[config.mk]
export PLATFORM = sky130hd
export DESIGN_NAME = sspc_core
export DESIGN_NICKNAME = d
export VERILOG_FILES = /design/src/core/sspc_pkg.sv /design/src/core/sspc_core.sv
export SDC_FILE = /design/constraint.sdc
export NUM_CORES = 2
export LEC_CHECK = 0
export ABC_AREA = 1
export BUFFER_PORTS_ARGS = -buffer_cell sky130_fd_sc_hd__buf_2
export CORE_ASPECT_RATIO = 1.2
export CORE_MARGIN = 3
export CORE_UTILIZATION = 25
export CTS_BUF_LIST = sky130_fd_sc_hd__clkbuf_4
export CTS_CLUSTER_SIZE = 10
export DETAILED_ROUTE_END_ITERATION = 12
export HOLD_SLACK_MARGIN = 0.02
export PLACE_DENSITY = 0.46
export SYNTH_ARGS = -nofsm -noshare
export SYNTH_HDL_FRONTEND = slang
export SYNTH_SLANG_ARGS = --single-unit
[constraint.sdc]
create_clock -name clk -period 21.5 [get_ports clk]
set_clock_uncertainty 0.1 [all_clocks]
set_input_delay 2.15 -clock clk [delete_from_list [all_inputs] [get_ports clk]]
set_output_delay 2.15 -clock clk [all_outputs]
set_load 0.03 [all_outputs]
[src/core/sspc_pkg.sv]
// shared constants of the stepper stall and channel pwm block
package sspc_pkg;

	////////////////////////////////////////////////////////////////////
	// clock
	localparam int CLK_HZ = 40_000_000;
	localparam int CLK_PERIOD_NS = 25;

	////////////////////////////////////////////////////////////////////
	// register map, byte addresses of aligned 32-bit words
	localparam int ADDR_W = 8;
	localparam logic [7:0] OFS_CH_OFF = 8'h00;
	localparam logic [7:0] OFS_PWM_EN = 8'h04;
	localparam logic [7:0] OFS_ADAPT_EN = 8'h08;
	localparam logic [7:0] OFS_CFG = 8'h0c;
	localparam logic [7:0] OFS_STATUS = 8'h10;
	localparam logic [7:0] OFS_VBAT = 8'h14;

	// field positions inside the config word
	localparam int CFG_LOG_POS = 0;
	localparam int CFG_STOP_POS = 4;
	localparam int CFG_DUTY_A_POS = 8;
	localparam int CFG_DUTY_B_POS = 16;
	localparam int CFG_DUTY_C_POS = 24;

	// field positions inside the status word
	localparam int ST_ATT_POS = 0;
	localparam int ST_WARN_POS = 4;
	localparam int ST_CONF_POS = 8;
	localparam int ST_UNST_POS = 12;

	// reset values and the full duty code
	localparam logic [11:0] CH_OFF_RST = 12'hfff;
	localparam logic [4:0] DUTY_RST = 5'h00;
	localparam logic [4:0] DUTY_FULL = 5'h1f;

	////////////////////////////////////////////////////////////////////
	// step rate supervisor
	localparam int STEP_RATE_MIN_SPS = 100;
	localparam int STEP_RATE_MAX_SPS = 400;
	localparam int STEP_PER_MAX_NS = 1_000_000_000 / STEP_RATE_MIN_SPS;
	localparam int STEP_PER_MIN_NS = 1_000_000_000 / STEP_RATE_MAX_SPS;
	// longest period rounds down, shortest rounds up
	localparam int STEP_PER_MAX_CYC = STEP_PER_MAX_NS / CLK_PERIOD_NS;
	localparam int STEP_PER_MIN_CYC =
		(STEP_PER_MIN_NS + CLK_PERIOD_NS - 1) / CLK_PERIOD_NS;
	localparam int PER_W = 19;
	localparam int STEP_DEV_PCT = 3;
	localparam int STABLE_RUN = 32;

	////////////////////////////////////////////////////////////////////
	// pwm timing
	localparam int LIN_STEP_CYC = 40;
	localparam int LOG_PWM_HZ = 245;
	localparam int LOG_PERIOD_CYC = CLK_HZ / LOG_PWM_HZ;
	localparam int LOG_STEPS = 1024;
	localparam int ADAPT_PWM_HZ = 25_000;
	localparam int ADAPT_PERIOD_CYC = CLK_HZ / ADAPT_PWM_HZ;
	localparam int ADAPT_TARGET_MV = 11_000;
	localparam int ADAPT_LIMIT = ADAPT_PERIOD_CYC * ADAPT_TARGET_MV;

	// logarithmic on-length per code, out of LOG_STEPS
	localparam logic [10:0] LOG_TBL [32] = '{
		11'h001, 11'h002, 11'h003, 11'h004, 11'h005, 11'h006, 11'h007,
		11'h008, 11'h00a, 11'h00c, 11'h00f, 11'h012, 11'h016, 11'h01b,
		11'h021, 11'h028, 11'h031, 11'h03c, 11'h04a, 11'h05a, 11'h06e,
		11'h087, 11'h0a5, 11'h0ca, 11'h0f7, 11'h12f, 11'h172, 11'h1c5,
		11'h22b, 11'h2a7, 11'h33f, 11'h400};

	// bus responses
	localparam logic [1:0] RESP_OKAY = 2'h0;
	localparam logic [1:0] RESP_SLVERR = 2'h2;

endpackage

[src/core/sspc_core.sv]
// Behaviour
// - each motor has warning and confirmed stall flags
// - attention flag ORs all stall flags, always returned
// - attention stays set until status read clears it
// - stop bit zero leaves drivers untouched on stall
// - stall flags clear themselves when condition disappears
// - stop bit one switches off stalled motor channels
// - unstable step rate disables stall detection, restores outputs
// - one stop bit per motor group, zero if unused
// - 32 steady commutations clear unstable flag, else set
// - stable means under 3% deviation, 100-400 steps/s
// - channel index modulo three picks pwm source
// - eight-channel build drops channels 8-11 and logic
// - linear mode: three sources, shared rate, own duty
// - linear code zero near 3%, all ones fully on
// - adapted pwm overrides other settings, common 25kHz
// - adapted duty from battery voltage, about 11V effective
// - off bit, adapted enable decode off, on, hold
// - log mode 245Hz, 32 log duty steps
// - stall logic only present in stall-capable builds
//
// Chosen here: the AXI4-Lite interface to the registers and the address map.
`timescale 1ns/1ps
module sspc_core
	import sspc_pkg::*;
#(
	parameter int NUM_CH = 12,
	parameter bit STALL_EN = 1'b1,
	parameter int PER_MIN_CYC = STEP_PER_MIN_CYC,
	parameter int PER_MAX_CYC = STEP_PER_MAX_CYC,
	parameter int LOG_PERIOD = LOG_PERIOD_CYC,
	parameter int LIN_STEP = LIN_STEP_CYC
) (
	input wire logic clk,
	input wire logic rst,
	input wire logic awvalid,
	output logic awready,
	input wire logic [ADDR_W-1:0] awaddr,
	input wire logic wvalid,
	output logic wready,
	input wire logic [31:0] wdata,
	input wire logic [3:0] wstrb,
	output logic bvalid,
	input wire logic bready,
	output logic [1:0] bresp,
	input wire logic arvalid,
	output logic arready,
	input wire logic [ADDR_W-1:0] araddr,
	output logic rvalid,
	input wire logic rready,
	output logic [31:0] rdata,
	output logic [1:0] rresp,
	input wire logic [NUM_CH/4-1:0] stall_warn_raw,
	input wire logic [NUM_CH/4-1:0] stall_conf_raw,
	input wire logic [NUM_CH-1:0] overtemp,
	input wire logic [15:0] vbat_mv,
	output logic [NUM_CH-1:0] gate_on
);

	localparam int NUM_MOT = NUM_CH / 4;
	// log prescale, never below one cycle
	localparam int LOG_TICK =
		(LOG_PERIOD / LOG_STEPS < 1) ? 1 : LOG_PERIOD / LOG_STEPS;

	////////////////////////////////////////////////////////////////////
	// whole state of the block
	typedef struct packed {
		logic [NUM_CH-1:0] ch_off, pwm_en, adapt_en, gate, ot_s1, ot_s2;
		logic log_sel, attention_summary_flag, src_adapt;
		logic [2:0] src_lin, src_log;
		logic [2:0][4:0] duty;
		logic [NUM_MOT-1:0] stop, unstable, have_prev, warn, conf;
		logic [NUM_MOT-1:0] stw_s1, stw_s2, ste_s1, ste_s2;
		logic [NUM_MOT-1:0][PER_W-1:0] per_cnt, per_prev;
		logic [NUM_MOT-1:0][5:0] run;
		logic [NUM_MOT-1:0][3:0] last_pat;
		logic [7:0] lin_pre;
		logic [4:0] lin_pos;
		logic [15:0] log_pre;
		logic [9:0] log_pos;
		logic [10:0] ad_cnt;
		logic [15:0] vbat_lat;
		logic aw_got, w_got, awready, wready, bvalid, arready, rvalid;
		logic [ADDR_W-1:0] aw_addr;
		logic [31:0] w_data, rdata;
		logic [3:0] w_strb;
		logic [1:0] bresp, rresp;
	} sspc_state_t;

	sspc_state_t st_reg; // registered state
	sspc_state_t st_next; // next state
	logic [3:0] pat; // motor group pattern being examined
	logic [PER_W-1:0] per; // period just ended
	logic base; // channel drive before overrides
	logic stat_rd; // status word read this cycle
	logic [32:0] rd_w; // old word for write merge, hit on top
	logic [32:0] rd_r; // read word, hit on top
	logic [31:0] merged; // write data after strobes
	logic [NUM_CH-1:0] kill_ch; // stall shut-off per channel
	logic [NUM_CH-1:0] pull_ch; // channels meant to be steady on

	////////////////////////////////////////////////////////////////////
	// helpers

	// period deviation below the allowed percentage of the last one
	function automatic logic dev_ok(input logic [PER_W-1:0] a,
		input logic [PER_W-1:0] b);
		logic [PER_W-1:0] d;
		d = (a > b) ? a - b : b - a;
		return (26'(d) * 26'h64) < (26'(b) * 26'(STEP_DEV_PCT));
	endfunction

	// byte-lane merge of a write over the old word
	function automatic logic [31:0] wmerge(input logic [31:0] old,
		input logic [31:0] d, input logic [3:0] strb);
		logic [31:0] r;
		r = old;
		for (int b = 0; b < 4; b++) begin
			if (strb[b]) begin
				r[8*b +: 8] = d[8*b +: 8];
			end
		end
		return r;
	endfunction

	// register word at an address, top bit marks a mapped address
	function automatic logic [32:0] reg_word(input sspc_state_t s,
		input logic [ADDR_W-1:0] a);
		logic [31:0] w;
		logic hit;
		w = '0;
		hit = 1'b1;
		unique case (a)
			OFS_CH_OFF: w[NUM_CH-1:0] = s.ch_off;
			OFS_PWM_EN: w[NUM_CH-1:0] = s.pwm_en;
			OFS_ADAPT_EN: w[NUM_CH-1:0] = s.adapt_en;
			OFS_CFG: begin
				w[CFG_LOG_POS] = s.log_sel;
				w[CFG_STOP_POS +: NUM_MOT] = s.stop;
				w[CFG_DUTY_A_POS +: 5] = s.duty[0];
				w[CFG_DUTY_B_POS +: 5] = s.duty[1];
				w[CFG_DUTY_C_POS +: 5] = s.duty[2];
			end
			OFS_STATUS: begin
				w[ST_ATT_POS] = s.attention_summary_flag;
				w[ST_WARN_POS +: NUM_MOT] = s.warn;
				w[ST_CONF_POS +: NUM_MOT] = s.conf;
				w[ST_UNST_POS +: NUM_MOT] = s.unstable;
			end
			OFS_VBAT: w[15:0] = s.vbat_lat;
			default: hit = 1'b0;
		endcase
		return {hit, w};
	endfunction

	////////////////////////////////////////////////////////////////////
	// next-state logic
	always_comb begin
		st_next = st_reg;
		pat = '0;
		per = '0;
		base = 1'b0;
		stat_rd = 1'b0;
		rd_w = '0;
		rd_r = '0;
		merged = '0;
		kill_ch = '0;

		// pin-side inputs pass two flops before use
		st_next.stw_s1 = stall_warn_raw;
		st_next.stw_s2 = st_reg.stw_s1;
		st_next.ste_s1 = stall_conf_raw;
		st_next.ste_s2 = st_reg.ste_s1;
		st_next.ot_s1 = overtemp;
		st_next.ot_s2 = st_reg.ot_s1;

		if (st_reg.lin_pre == 8'(LIN_STEP - 1)) begin
			st_next.lin_pre = '0;
			st_next.lin_pos = st_reg.lin_pos + 5'h1;
		end else begin
			st_next.lin_pre = st_reg.lin_pre + 8'h1;
		end
		// log counter spans one 245 Hz period
		if (st_reg.log_pre == 16'(LOG_TICK - 1)) begin
			st_next.log_pre = '0;
			st_next.log_pos = st_reg.log_pos + 10'h1;
		end else begin
			st_next.log_pre = st_reg.log_pre + 16'h1;
		end
		// one 25 kHz counter for every adapted channel
		if (st_reg.ad_cnt == 11'(ADAPT_PERIOD_CYC - 1)) begin
			st_next.ad_cnt = '0;
			// supply sampled once a period so a period stays coherent
			st_next.vbat_lat = vbat_mv;
		end else begin
			st_next.ad_cnt = st_reg.ad_cnt + 11'h1;
		end
		for (int i = 0; i < 3; i++) begin
			// code zero gives one step of 32, all ones always
			st_next.src_lin[i] = st_reg.lin_pos <= st_reg.duty[i];
			st_next.src_log[i] =
				{1'b0, st_reg.log_pos} < LOG_TBL[st_reg.duty[i]];
		end
		// on while count times supply stays under the limit
		st_next.src_adapt = (27'(st_reg.ad_cnt) * 27'(st_reg.vbat_lat))
			< 27'(ADAPT_LIMIT);

		// step rate supervisor, one per motor group
		for (int z = 0; z < NUM_MOT; z++) begin
			// group z is channels 4z to 4z+3
			pat = st_reg.ch_off[4*z +: 4];
			per = st_reg.per_cnt[z];
			if (per <= PER_W'(PER_MAX_CYC)) begin
				st_next.per_cnt[z] = per + 19'h1;
			end else begin
				// step stream broken: too slow or stopped
				st_next.unstable[z] = 1'b1;
				st_next.run[z] = '0;
			end
			st_next.last_pat[z] = pat;
			// a pattern change is one commutation
			if (pat != st_reg.last_pat[z]) begin
				st_next.per_cnt[z] = '0;
				st_next.per_prev[z] = per;
				st_next.have_prev[z] = 1'b1;
				if (st_reg.have_prev[z] &&
					per >= PER_W'(PER_MIN_CYC) &&
					per <= PER_W'(PER_MAX_CYC) &&
					dev_ok(per, st_reg.per_prev[z])) begin
					// count steady commutations up to 32
					if (st_reg.run[z] != 6'(STABLE_RUN)) begin
						st_next.run[z] = st_reg.run[z] + 6'h1;
					end
					if (st_reg.run[z] >= 6'(STABLE_RUN - 1)) begin
						st_next.unstable[z] = 1'b0;
					end
				end else begin
					// too much variation, a period out of range or no previous step sets the flag
					st_next.run[z] = '0;
					st_next.unstable[z] = 1'b1;
				end
			end
		end

		// flags exist only in the stall build
		// warning and confirmed flags per motor
		// flags follow the detector and drop with it
		// detection off while the rate is unstable
		st_next.warn = STALL_EN ? (st_reg.stw_s2 & ~st_reg.unstable) : '0;
		st_next.conf = STALL_EN ? (st_reg.ste_s2 & ~st_reg.unstable) : '0;

		// write channel: release response, take address and data
		if (st_reg.bvalid && bready) begin
			st_next.bvalid = 1'b0;
		end
		if (awvalid && st_reg.awready) begin
			st_next.aw_got = 1'b1;
			st_next.aw_addr = awaddr;
		end
		if (wvalid && st_reg.wready) begin
			st_next.w_got = 1'b1;
			st_next.w_data = wdata;
			st_next.w_strb = wstrb;
		end
		// both halves held and no response pending: commit
		if (st_next.aw_got && st_next.w_got && !st_reg.bvalid) begin
			rd_w = reg_word(st_reg, st_next.aw_addr);
			merged = wmerge(rd_w[31:0], st_next.w_data, st_next.w_strb);
			st_next.bresp = rd_w[32] ? RESP_OKAY : RESP_SLVERR;
			st_next.bvalid = 1'b1;
			st_next.aw_got = 1'b0;
			st_next.w_got = 1'b0;
			unique case (st_next.aw_addr)
				OFS_CH_OFF: st_next.ch_off = merged[NUM_CH-1:0];
				OFS_PWM_EN: st_next.pwm_en = merged[NUM_CH-1:0];
				OFS_ADAPT_EN: st_next.adapt_en = merged[NUM_CH-1:0];
				OFS_CFG: begin
					st_next.log_sel = merged[CFG_LOG_POS];
					// a stop bit for each motor group
					st_next.stop = merged[CFG_STOP_POS +: NUM_MOT];
					st_next.duty[0] = merged[CFG_DUTY_A_POS +: 5];
					st_next.duty[1] = merged[CFG_DUTY_B_POS +: 5];
					st_next.duty[2] = merged[CFG_DUTY_C_POS +: 5];
				end
				// status and supply words ignore writes
				default: ;
			endcase
		end
		// one write in flight: each ready only while its half is not held and no response is pending
		st_next.awready = !st_next.aw_got && !st_next.bvalid;
		st_next.wready = !st_next.w_got && !st_next.bvalid;

		// read channel
		if (st_reg.rvalid && rready) begin
			st_next.rvalid = 1'b0;
			st_next.arready = 1'b1;
		end
		if (arvalid && st_reg.arready) begin
			rd_r = reg_word(st_reg, araddr);
			st_next.rdata = rd_r[32] ? rd_r[31:0] : 32'h0;
			st_next.rresp = rd_r[32] ? RESP_OKAY : RESP_SLVERR;
			st_next.rvalid = 1'b1;
			st_next.arready = 1'b0;
			stat_rd = (araddr == OFS_STATUS);
		end

		// cleared only by a status read, a new flag wins
		st_next.attention_summary_flag = (st_reg.attention_summary_flag & ~stat_rd) |
			(|(st_reg.warn | st_reg.conf));

		// channel drive
		for (int ch = 0; ch < NUM_CH; ch++) begin
			// stop bit turns a confirmed stall into shut-off
			// with stop bit clear the stall changes nothing
			kill_ch[ch] = st_reg.stop[ch/4] & st_reg.conf[ch/4];
			if (st_reg.adapt_en[ch]) begin
				base = st_reg.src_adapt;
			// source fixed by index modulo three
			end else if (st_reg.pwm_en[ch]) begin
				base = st_reg.log_sel ? st_reg.src_log[ch%3] :
					st_reg.src_lin[ch%3];
			end else begin
				// off bit clear, no pwm: steady pull-in
				base = 1'b1;
			end
			// temperature and stall shut-off win over all
			// off bit forces the channel off
			st_next.gate[ch] = base & ~st_reg.ch_off[ch] &
				~st_reg.ot_s2[ch] & ~kill_ch[ch];
		end
	end

	////////////////////////////////////////////////////////////////////
	// state register
	always_ff @(posedge clk or posedge rst) begin
		if (rst) begin
			st_reg <= '0;
			st_reg.ch_off <= CH_OFF_RST[NUM_CH-1:0];
			st_reg.duty <= {3{DUTY_RST}};
			st_reg.unstable <= '1;
			// matches the reset off pattern: no false step after reset
			st_reg.last_pat <= CH_OFF_RST[NUM_CH-1:0];
			st_reg.awready <= 1'b1;
			st_reg.wready <= 1'b1;
			st_reg.arready <= 1'b1;
		end else begin
			st_reg <= st_next;
		end
	end

	// outputs straight from the state flops
	assign awready = st_reg.awready;
	assign wready = st_reg.wready;
	assign bvalid = st_reg.bvalid;
	assign bresp = st_reg.bresp;
	assign arready = st_reg.arready;
	assign rvalid = st_reg.rvalid;
	assign rdata = st_reg.rdata;
	assign rresp = st_reg.rresp;
	assign gate_on = st_reg.gate;

	////////////////////////////////////////////////////////////////////
	// checks
	assign pull_ch = ~st_reg.ch_off & ~st_reg.adapt_en & ~st_reg.pwm_en &
		~st_reg.ot_s2 & ~kill_ch;
endmodule

==> summary.txt <==
outcome: completed
dpl cells: 7631
Post-Route WL: 119 mm
FF-to-FF setup slack: 13.63 ns
RSZ-0062 raised after global routing: false
Worst path slowest cell: fa_1
Worst Path Max Fanout: 21
Root Driver: clkbuf_4
P&R area growth vs syn: 9.97%
via count: 35900
largest net degree at the start of global routing: 91
Tightest Pin Transition: 1.18 ns
EDFF count, synth: 0
Critical path buffers and inverters: 6
clock slew at reported path FFs: 0.07 ns
fin crit share: 36.6%
Hold Fails Final Rpt: 0
clock sink total: 403
Yosys reg bits: 403
non-filler instance count after layout: 7850
wire length per cell: 15.1 microns
crit path DAT: 8.67 ns
Antenna Nets Post-Route: 0
fin crit period: 7.87 ns
met3 usage: 1.72%
I/O Buffers: 128
hold buffers post-CTS: 0
Max-slew headroom: 19.1%
Main synth FF type: dfrtp_1
final-report setup violation count: 0
Setup Total Neg Slack: 0 ns
crit-path leading delay family: adder cells
commonest non-fill, non-tap cell in the layout: nand2_1
Slew Limit Fails: 0
Die Footprint: 170000 sq um
layout cells sized above 1: 8.35%
H-tree levels: 3
most frequent cells in the layout: nand2_1, inv_1, ha_1
Rows: 162
filler instances: 18000
Yosys cell types: 77
DR pass1 iterations: 6
endpoint class of the critical path: register
number of I/O pins: 146
post-cts resize count: 0
yosys warns: 0
postcts setup bufs: 0
Synth Cell Area: 41200 sq um
worst hold path type: reg -> reg
initial antenna violation count: 8
Num CTS Buffers: 117
vias in the first global route: 36500
path type of the worst setup path: reg -> reg
initial core utilization: 25.3%
Critical Path Start Type: register
vias per cell: 4.57
total track usage: 13.9%
post-synthesis sequential area ratio: 24.6%
nets@finish: 6422
worst path required time: 22.30 ns
GR Overflow Total: 0
met2 usage: 25.1%
Die H: 451 microns
global-route wire length before repair: 192 mm
slowest stage delay, CP: 0.52 ns
M1 GR Usage: 17.0%
Avg Cell Area, Syn: 7.48 sq um
Max Cap Violations: 0
core area: 163000 sq um
DRC viols: 0
DPL Wire Length: 95.3 mm
Die W: 377 microns
Max clock buf depth: 3
routability congestion estimate: 0.857
cell mode on critical path: nand2_1
cells after synthesis: 5514
ys async rst share: 100%
highest achievable clock rate: 0.127 GHz
max reg flops: 309
CTS tree: done
Clk Latency, worst-skew pair: 1.04 ns
Starting DRT DRC Count: 1737
GR peak layer: met2
[worst paths after layout]
check	startpoint	endpoint	cells after the start
worst min register to register	st_next[359]	st_reg[359]	0
max in group asynchronous	rst	st_reg[58]	4
worst max-delay path	st_reg[204]	st_reg[175]	36
min in group asynchronous	rst	st_reg[205]	2
worst max register to register	st_reg[204]	st_reg[175]	36
worst min-delay path	st_next[359]	st_reg[359]	0
[synthesized netlist by cell type (all sizes together), types with 90 or more instances]
cell type  instances  area share (%)
a21oi            391             4.8
buf               90             1.5
dfrtp            373              23
fa               172             8.4
ha               539              16
inv              973             8.9
nand2           1223              11
nand3            185             2.3
nor2             319             3.0
nor3             124             1.5
o21ai            401             4.9
xor2             158             3.4
[cells by family after synthesis]
kind of cell	Yosys count	synth area share, %
adders and majority gates	711	24.7
buffers and inverters	1148	11.2
other	1	0.00910
DFF	403	24.6
xor gates and xnor gates	217	4.70
and+or+nand+nor	1998	20.5
muxes	13	0.385
AOI/OAI and AO/OA	1023	14.0
[per-stage QoR]
step                setup WS [ns]  util [%]  hold slack, ns  instance area, sq um
global route                12.97      27.8           0.236                 45300
finish                      13.63      27.8           0.243                 45300
global placement            13.64      26.8           0.235                 43800
detailed placement          13.64      26.8           0.236                 43800
floorplan                    8.09         -           0.231                 41300
CTS                         13.64      27.8           0.219                 45300
[cell type report]
cell class	count	area, sq um	area share (%)
multi-input cells	3970	26500	58.6
flip-flops and latches	403	10100	22.3
inverters	978	3680	8.12
well taps	2132	2670	5.88
clock buffers	173	1300	2.86
repair buffers	148	791	1.74
clock inverters	41	219	0.483
diodes	5	12.5	0.0276
[routing by layer]
metal,part of all wire (%),wire [microns]
met5,0.018,21
met4,2.4,2860
met3,3.4,4070
met2,50,59500
met1,44,52200
Power is left out: the tool's default activity adds up to more than one toggle a clock period on the data nets, which glitch-free logic cannot reach.
